==> config.mk <==
export PLATFORM = sky130hd
export DESIGN_NAME = window_watchdog
export DESIGN_NICKNAME = d
export VERILOG_FILES = /design/src/design/wdt_pkg.sv /design/src/design/trig_if.sv /design/src/design/trig_filter.sv /design/src/design/window_watchdog.sv
export SDC_FILE = /design/constraint.sdc
export NUM_CORES = 1
export LEC_CHECK = 0
export BUFFER_PORTS_ARGS = -buffer_cell sky130_fd_sc_hd__buf_2
export CORE_MARGIN = 1.5
export CORE_UTILIZATION = 45
export DETAILED_ROUTE_END_ITERATION = 12
export HOLD_SLACK_MARGIN = 0.1
export PLACE_DENSITY = 0.69
export SETUP_SLACK_MARGIN = 0.05
export SLEW_MARGIN = 0
export SYNTH_ARGS = -nofsm -noshare
export SYNTH_HDL_FRONTEND = slang
export SYNTH_SLANG_ARGS = --single-unit
==> constraint.sdc <==
create_clock -name clock -period 3.7 [get_ports clock]
set_input_delay 0 -clock clock [delete_from_list [all_inputs] [get_ports clock]]
set_output_delay 0 -clock clock [all_outputs]
set_load 0.05 [all_outputs]
==> src/design/wdt_pkg.sv <==
// constants and types shared by the window watchdog files
package wdt_pkg;
    localparam int CLOCK_MHZ = 200;
    // times in microseconds as printed or chosen
    localparam int TRIG_MIN_US = 10;
    localparam int TRIG_MAX_US = 5000;
    localparam int SYNC_TIMEOUT_US = 20000;
    localparam int SHORT_CLOSED_US = 1000;
    localparam int SHORT_OPEN_US = 1000;
    localparam int LONG_CLOSED_US = 10000;
    localparam int LONG_OPEN_US = 10000;
    localparam int RESET_EXT_US = 2000;
    // cycle counts; each time is multiplied by CLOCK_MHZ, exact with no rounding
    localparam int TRIG_MIN_CYC = TRIG_MIN_US * CLOCK_MHZ;
    localparam int TRIG_MAX_CYC = TRIG_MAX_US * CLOCK_MHZ;
    localparam int SYNC_TIMEOUT_CYC = SYNC_TIMEOUT_US * CLOCK_MHZ;
    localparam int SHORT_CLOSED_CYC = SHORT_CLOSED_US * CLOCK_MHZ;
    localparam int SHORT_OPEN_CYC = SHORT_OPEN_US * CLOCK_MHZ;
    localparam int LONG_CLOSED_CYC = LONG_CLOSED_US * CLOCK_MHZ;
    localparam int LONG_OPEN_CYC = LONG_OPEN_US * CLOCK_MHZ;
    localparam int RESET_EXT_CYC = RESET_EXT_US * CLOCK_MHZ;
    localparam int CNT_W = 24;
    typedef enum logic [1:0] {
        ST_SYNC = 2'b00,
        ST_CLOSED = 2'b01,
        ST_OPEN = 2'b11,
        ST_RESET = 2'b10
    } wd_state_t;
endpackage : wdt_pkg

==> src/design/trig_if.sv <==
// trigger pulse qualification signals between filter and supervisor
`timescale 1ns/1ps
`default_nettype none
interface trig_if;
    logic pulse_ok;
    logic low_error;
    logic low_now;
    modport filt (output pulse_ok, output low_error, output low_now);
    modport sup (input pulse_ok, input low_error, input low_now);
endinterface : trig_if
`default_nettype wire

==> src/design/trig_filter.sv <==
// measures trigger low time; flags valid pulses and over-long lows
`timescale 1ns/1ps
`default_nettype none
module trig_filter #(
    parameter int MIN_CYC = wdt_pkg::TRIG_MIN_CYC,
    parameter int MAX_CYC = wdt_pkg::TRIG_MAX_CYC
) (
    input wire logic clock,
    input wire logic reset,
    input wire logic clock_en,
    input wire logic trigger_input,
    trig_if.filt t
);
    typedef struct packed {
        logic [wdt_pkg::CNT_W-1:0] low_cnt;
        logic prev;
        logic ok;
        logic err;
    } filt_state_t;
    filt_state_t s_r;
    filt_state_t s_nxt;

    always_comb begin
        s_nxt = s_r;
        s_nxt.ok = 1'b0;
        s_nxt.prev = trigger_input;
        if (!trigger_input) begin
            if (s_r.low_cnt <= wdt_pkg::CNT_W'(MAX_CYC)) begin
                s_nxt.low_cnt = s_r.low_cnt + 1'b1;
            end
            if (s_r.low_cnt >= wdt_pkg::CNT_W'(MAX_CYC)) begin
                s_nxt.err = 1'b1;
            end
        end else begin
            s_nxt.low_cnt = '0;
            s_nxt.err = 1'b0;
            // rising edge ends a pulse; a valid one lies in the allowed band
            if (!s_r.prev && s_r.low_cnt >= wdt_pkg::CNT_W'(MIN_CYC)
                    && s_r.low_cnt <= wdt_pkg::CNT_W'(MAX_CYC)) begin
                s_nxt.ok = 1'b1;
            end
        end
    end

    always_ff @(posedge clock) begin
        if (reset) begin
            s_r <= '{low_cnt: '0, prev: 1'b1, ok: 1'b0, err: 1'b0};
        end else if (clock_en) begin
            s_r <= s_nxt;
        end
    end

    assign t.pulse_ok = s_r.ok;
    assign t.low_error = s_r.err;
    assign t.low_now = !s_r.prev;
endmodule : trig_filter
`default_nettype wire

==> src/design/window_watchdog.sv <==
// window watchdog supervising a host trigger and driving its reset line
`timescale 1ns/1ps
`default_nettype none
module window_watchdog #(
    parameter int SYNC_CYC = wdt_pkg::SYNC_TIMEOUT_CYC,
    parameter int S_CLOSED_CYC = wdt_pkg::SHORT_CLOSED_CYC,
    parameter int S_OPEN_CYC = wdt_pkg::SHORT_OPEN_CYC,
    parameter int L_CLOSED_CYC = wdt_pkg::LONG_CLOSED_CYC,
    parameter int L_OPEN_CYC = wdt_pkg::LONG_OPEN_CYC,
    parameter int EXT_CYC = wdt_pkg::RESET_EXT_CYC,
    parameter int TRIG_MIN = wdt_pkg::TRIG_MIN_CYC,
    parameter int TRIG_MAX = wdt_pkg::TRIG_MAX_CYC
) (
    input wire logic clock,
    input wire logic reset,
    input wire logic clock_en,
    input wire logic supervisor_off_n,
    input wire logic long_mode,
    input wire logic trigger_input,
    output logic reset_output_n,
    output logic trigger_error
);
    localparam int W = wdt_pkg::CNT_W;

    typedef struct packed {
        wdt_pkg::wd_state_t st;
        logic [W-1:0] cnt;
        logic rst_n;
        logic err;
    } wd_t;
    wd_t s_r;
    wd_t s_nxt;

    trig_if t ();

    trig_filter #(
        .MIN_CYC(TRIG_MIN),
        .MAX_CYC(TRIG_MAX)
    ) u_filter (
        .clock(clock),
        .reset(reset),
        .clock_en(clock_en),
        .trigger_input(trigger_input),
        .t(t.filt)
    );

    function automatic logic [W-1:0] closed_len(input logic lng);
        closed_len = lng ? W'(L_CLOSED_CYC) : W'(S_CLOSED_CYC);
    endfunction : closed_len

    function automatic logic [W-1:0] open_len(input logic lng);
        open_len = lng ? W'(L_OPEN_CYC) : W'(S_OPEN_CYC);
    endfunction : open_len

    always_comb begin
        s_nxt = s_r;
        s_nxt.err = t.low_error;
        s_nxt.cnt = s_r.cnt + 1'b1;
        if (!supervisor_off_n) begin
            // disabled: released, and parked in sync for re-enable
            s_nxt.st = wdt_pkg::ST_SYNC;
            s_nxt.cnt = '0;
            s_nxt.rst_n = 1'b1;
            s_nxt.err = 1'b0;
        end else begin
            unique case (s_r.st)
                wdt_pkg::ST_SYNC: begin
                    if (t.pulse_ok) begin
                        s_nxt.st = wdt_pkg::ST_CLOSED;
                        s_nxt.cnt = '0;
                    end else if (s_r.cnt >= W'(SYNC_CYC - 1)) begin
                        s_nxt.st = wdt_pkg::ST_RESET;
                        s_nxt.cnt = '0;
                    end
                end
                wdt_pkg::ST_CLOSED: begin
                    if (t.pulse_ok) begin
                        s_nxt.st = wdt_pkg::ST_RESET;
                        s_nxt.cnt = '0;
                    end else if (s_r.cnt >= closed_len(long_mode) - 1'b1) begin
                        s_nxt.st = wdt_pkg::ST_OPEN;
                        s_nxt.cnt = '0;
                    end
                end
                wdt_pkg::ST_OPEN: begin
                    if (t.pulse_ok) begin
                        s_nxt.st = wdt_pkg::ST_CLOSED;
                        s_nxt.cnt = '0;
                    end else if (s_r.cnt >= open_len(long_mode) - 1'b1) begin
                        s_nxt.st = wdt_pkg::ST_RESET;
                        s_nxt.cnt = '0;
                    end
                end
                wdt_pkg::ST_RESET: begin
                    // a trigger pulse during reset stretches it by restarting
                    if (t.pulse_ok || t.low_now) begin
                        s_nxt.cnt = '0;
                    end else if (s_r.cnt >= W'(EXT_CYC - 1)) begin
                        s_nxt.st = wdt_pkg::ST_SYNC;
                        s_nxt.cnt = '0;
                    end
                end
            endcase
            s_nxt.rst_n = !(s_nxt.st == wdt_pkg::ST_RESET || t.low_error);
        end
    end

    always_ff @(posedge clock) begin
        if (reset) begin
            s_r <= '{st: wdt_pkg::ST_SYNC, cnt: '0, rst_n: 1'b1, err: 1'b0};
        end else if (clock_en) begin
            s_r <= s_nxt;
        end
    end

    assign reset_output_n = s_r.rst_n;
    assign trigger_error = s_r.err;
endmodule : window_watchdog
`default_nettype wire

; Word-level counts from Yosys, hierarchy flattened
; Index checks and enable logic that the tools add are counted.
[word_totals]
regBits = 55
inputBits = 6
output_inout_bits = 2
word_cells = 52
[classes]
addsub = 3
order_cmp = 6
n_eq_ne = 4
mux = 20
reduce_logical = 11
[op_table]
columns = op, count
row1 = $mux W26, 8
row2 = $pmux W26 S4, 1
row3 = $mux W24, 3
row4 = $add A24 B1 Y24 const B, 2
row5 = $mux W27, 1
row6 = $ge A24 B11 Y1 const B, 1
row7 = $ge A24 B19 Y1 const B, 1
row8 = $ge A24 B20 Y1 const B, 1
row9 = $ge A24 B22 Y1 const B, 1
row10 = $ge A24 B24 Y1, 1
row11 = $le A24 B20 Y1 const B, 1
row12 = $sub A21 B1 Y22 const B, 1
row13 = $mux W21, 1
row14 = $eq A2 B2 Y1 const B, 3
row15 = $mux W1, 5
row16 = $reduce_and A2 Y1, 2
row17 = $reduce_bool A2 Y1, 2
row18 = $eq A2 B1 Y1 const B, 1
row19 = $logic_and A1 B1 Y1, 2
row20 = $logic_not A1 Y1, 2
row21 = $logic_not A2 Y1, 1
row22 = $logic_or A1 B1 Y1, 2
row23 = $mux W2, 1

; Depth between registers and ports, before layout
[depth]
depth_word = 11
depth_mapped = 10
depth_no_buf = 9

; Modules after synthesis
; Synthesis repeated with hierarchy kept, for this count alone.
[unflattened]
cells_unflattened = 451
hier_area_um2 = 3678.5
[by_module_without_submodules]
columns = mod, n_inst, cells_per_inst, area_each_um2, seq_area_each_um2
row1 = window_watchdog, 1, 260, 2072.0, 560.5
row2 = trig_filter, 1, 191, 1606.5, 540.5

; Worst setup path before layout
; No wires, ideal clock.
[synth_path]
path_kind = flip-flop to flip-flop
startpoint = register s_r[10] (netlist name)
endpoint = register s_r[22] (netlist name)
setup_ns = 0.063
arrival_time_ns = 2.364
required_ns = 3.637
setup_slack_ns = 1.273
path_stages_with_launch = 9
path_buffers = 1
synth_period_minus_slack_ns = 2.427
path_cell_list = dfxtp_1 buf_2 a21o_1 a2111o_1 a2111oi_4 a221oi_2 a2111oi_4 o311ai_1 nand3_1
[synth_via]
elab_chain_cells = 6
word_cells_on_any_way = 15
cone_classes = 1 x add/sub / 3 x order compare / 11 x mux
[synth_lines]
columns = element, line
row1 = start: declaration, window_watchdog.sv:31  ; wd_t s_r;
row2 = start signal: assignment, window_watchdog.sv:110  ; s_r <= '{st: wdt_pkg::ST_SYNC, cnt: '0, rst_n: 1'b1, err: 1'b0};
row3 = start signal: assignment, window_watchdog.sv:112  ; s_r <= s_nxt;
row4 = "$add A24 B1 Y24, or another cell as far along", window_watchdog.sv:58  ; s_nxt.cnt = s_r.cnt + 1'b1;
row5 = $mux W26 (on tied branches), --
row6 = "$mux W24, or another cell as far along", window_watchdog.sv:96  ; if (t.pulse_ok || t.low_now) begin
row7 = $pmux W26 S4 (*), window_watchdog.sv:66  ; unique case (s_r.st)
row8 = $mux W26 (*), window_watchdog.sv:59  ; if (!supervisor_off_n) begin
row9 = $mux W27 (*), window_watchdog.sv:59
; Mark *: on every way between the ends. The rest lies on a longest branch, timed or not. The select of a mux whose other input is x is not followed.
; A chain may end at the register's enable or synchronous reset.

; Final worst setup path
[layout_path]
startpoint = register s_r[2] (netlist name)
endpoint = register s_r[3] (netlist name)
; The elaborated chain is that of the path after synthesis.

==> run_results.csv <==
group,metric,value,unit
routing,via_count,2960,
routing,drt_iter0_drc,179,
sta,final-hold-violation-count,0,
critical_path,rrSetupSlack,0.24,ns
grt,grt_use_total,21.21,%
placement,dp_hpwl,5.693,mm
routing,vias_per_cell,5.681,
synth,synth.most_common_cell,"dfxtp_1",
placement,post_dp_cell_area,3378,um^2
routing,wire_per_inst,14.86,um
layout,stdcell_area,3578,um^2
worst_hold_path,worstHoldEndpoint,"u_filter.t.low_error",
placement,portBuffers,7,
sta,rsz0062_at_grt,"no",
critical_path,r2r-start,"s_r[2]",
power_and_ir_drop,finalPower,1.042,mW
cts,clkSlewWorstSetupHoldPaths,0.10,ns
grt,grt_max_degree,22,
critical_path,cp_max_fo,5,
synth,syn_avg_cell_area,7.861,um^2
routing,routed_wl,7.743,mm
synth,synth_top_area_share,33.59,%
synth,yosys_register_bits,55,
cts,cts_made_buffers,5,
critical_path,rr_worst_depth,10,
synth,syn_nets,434,
sta,layout_setup_ws,0.2383,ns
die,start_util,47.46,%
die,num_rows,30,
synth,yosys_most_used_dff,"dfxtp_1",
placement,dpl_worst_slack,0.8310,ns
routing,drc,0,
synth,synth_edf_count,0,
cts,clock_latency,0.31,ns
worst_hold_path,hold_depth,2,
synth,synth_cell_types,61,
sta,period_share,93.56,%
die,core,6907,um^2
critical_path,endpoint_kind,"flip-flop",
placement,dp_cells,505,
sta,finalSetupViolations,0,
placement,place_congestion,0.9128,
grt,grt_pass1_wl,12.97,mm
critical_path,critPathArrivalTime,3.65,ns
critical_path,cp.required,3.89,ns
critical_path,critical_path_class,"flip-flop to flip-flop",
synth,netlist_top_cells_count,"dfxtp_1 (55), nand2_1 (49), nor2_1 (45)",
die,dieArea,7806,um^2
sta,relSlewSlack,47.13,%
die,dieHeight,88.35,um
layout,finalNetCount,442,
cts,cts_sinks,55,
die,io_pins,8,
cts,htree_levels,2,
die,die_w,88.35,um
synth,seq_area_frac_synth,33.59,%
synth,synth_area_leaders,"dfxtp_1 (34%), nand3_1 (5.8%), nand2_1 (5.6%)",
synth,yosys.area.top_type,"dfxtp_1",
layout,final_layout_size_suffix_gt1_share,7.059,%
sta,holdWs,0.4623,ns
synth,syn_area,3278,um^2
grt,grt_pass1_vias,2726,
sta,fin_worst_skew,0.01205,ns
grt,antenna_found_initial,0,
power_and_ir_drop,powerDensity,291.3,nW/um^2
layout,post-route-util,51.81,%
routing,ant_nets,0,
synth,async_reset_ff_share,0,%
sta,worst_pin_slew,0.7920,ns
sta,min_period,3.462,ns
layout,instances_no_fill,521,
routing,drt-pass1-iter-count,4,
power_and_ir_drop,irDropWorstVdd,0.2168,mV
sta,clock.fmax,288.9,MHz
layout,syn_to_final_growth,9.160,%
run_status,status,"complete, no violations",
cts,cts_tree,"built",
worst_hold_path,hp-start,"u_filter.t.low_error",
synth,yosysWarnings,0,
run,maxCapViolCount,0,
synth,synth_cells,417,
cts,cts_root_buf,"clkbuf_8",
sta,setup_tns,0,ns
cts,clock_path_buffers,2,
layout,n_antenna_cell,0,
sta,slew_violations,0,
power_and_ir_drop,p_leak,1.348,nW
worst_hold_path,hold_path.class,"flip-flop to flip-flop",
grt,grt_overflow,0,
critical_path,crit_path_start_kind,"flip-flop",
critical_path,reg2reg_to,"s_r[3]",
[flip-flops by register name, summed over array words and instances (netlist names)]
name,flops
u_filter.t.pulse_ok,1
reset_output_n,1
u_filter.t.low_error,1
trigger_error,1
s_r,26
u_filter.s_r,25
[power by group]
group | internal, mW | switching (mW) | total (mW)
sequential | 0.594 | 0.00284 | 0.597
combinational | 0.0213 | 0.0386 | 0.0599
clock | 0.199 | 0.186 | 0.385
total | 0.814 | 0.228 | 1.04
[final cells by class]
type	instances	area (um^2)
Inverter	14	52.55
Clock buffer	6	72.57
Tap cell	96	120.1
Clock inverter	1	30.03
Sequential cell	55	1101
Multi-Input combinational cell	331	2069
Fill cell	662	3328
Timing Repair Buffer	18	132.6
[worst max-delay path, stage by stage (launching register included)]
cell,delay (ns)
dfxtp_1,0.38
ha_1,0.27
and3_1,0.29
and3_1,0.26
a41oi_1,0.30
a221oi_4,0.44
a21oi_2,0.10
nand4_1,0.14
dlygate4sd3_1,0.56
a21oi_1,0.06
dlygate4sd3_1,0.56
[layer usage]
layer / routed length (um) / up-vias / track usage [%]
li1: - / 1531 / -
met1: 3671 / 1371 / 27.63
met2: 3671 / 43 / 35.88
met3: 191 / 15 / 3.172
met4: 208 / 0 / 7.386
met5: 0 / - / 0
[logic make-up (layout without fill, tap and decap cells)]
group	after synthesis	count (layout)	share of synthesized area (%)
AO/OA/AOI/OAI	92	92	20.80
adder cells (fa/ha/maj)	11	11	4.198
multiplexers	2	2	0.6107
XOR/XNOR	24	24	6.412
flip-flops	55	55	33.59
AND/OR/NAND/NOR	202	202	30.65
buffers and inverters	31	39	3.741
[worst max path at each step]
stage / depth (start not counted) / endpoint / slack [ns] / from
after CTS: 10 / s_r[3] / 0.11 / s_r[2]
after global routing: 10 / s_r[3] / 0.07 / s_r[2]
after detailed placement: 7 / s_r[19] / 0.83 / s_r[25]
final: 10 / s_r[3] / 0.24 / s_r[2]
after floorplan: 8 / s_r[22] / 1.27 / s_r[10]
after global placement: 7 / s_r[19] / 0.89 / s_r[11]
[repair_timing]
item | CTS | global route
endpoints found under the setup margin | 0 | 1
setup buffers | 0 | 3
gates resized for setup | 0 | 2
hold buffers | 6 | 0
endpoints found under the hold margin | 10 | 0
[cell usage in the layout, fill, tap and decap left out, drive strengths merged, types with 6 or more instances in the layout]
cell and count:
buf 12, or3 6, and2 7, o211ai 7, o21ai 17, and3 8, xnor2 8, inv 13
nand3 38, dlygate4sd3 6, a21oi 21, a21o 7, xor2 16, nand4 10, nor3 8, a31oi 6
ha 11, nor2 45, dfxtp 55, nand2 49, clkbuf 6
Note: power is estimated with default switching activity, not from simulation.
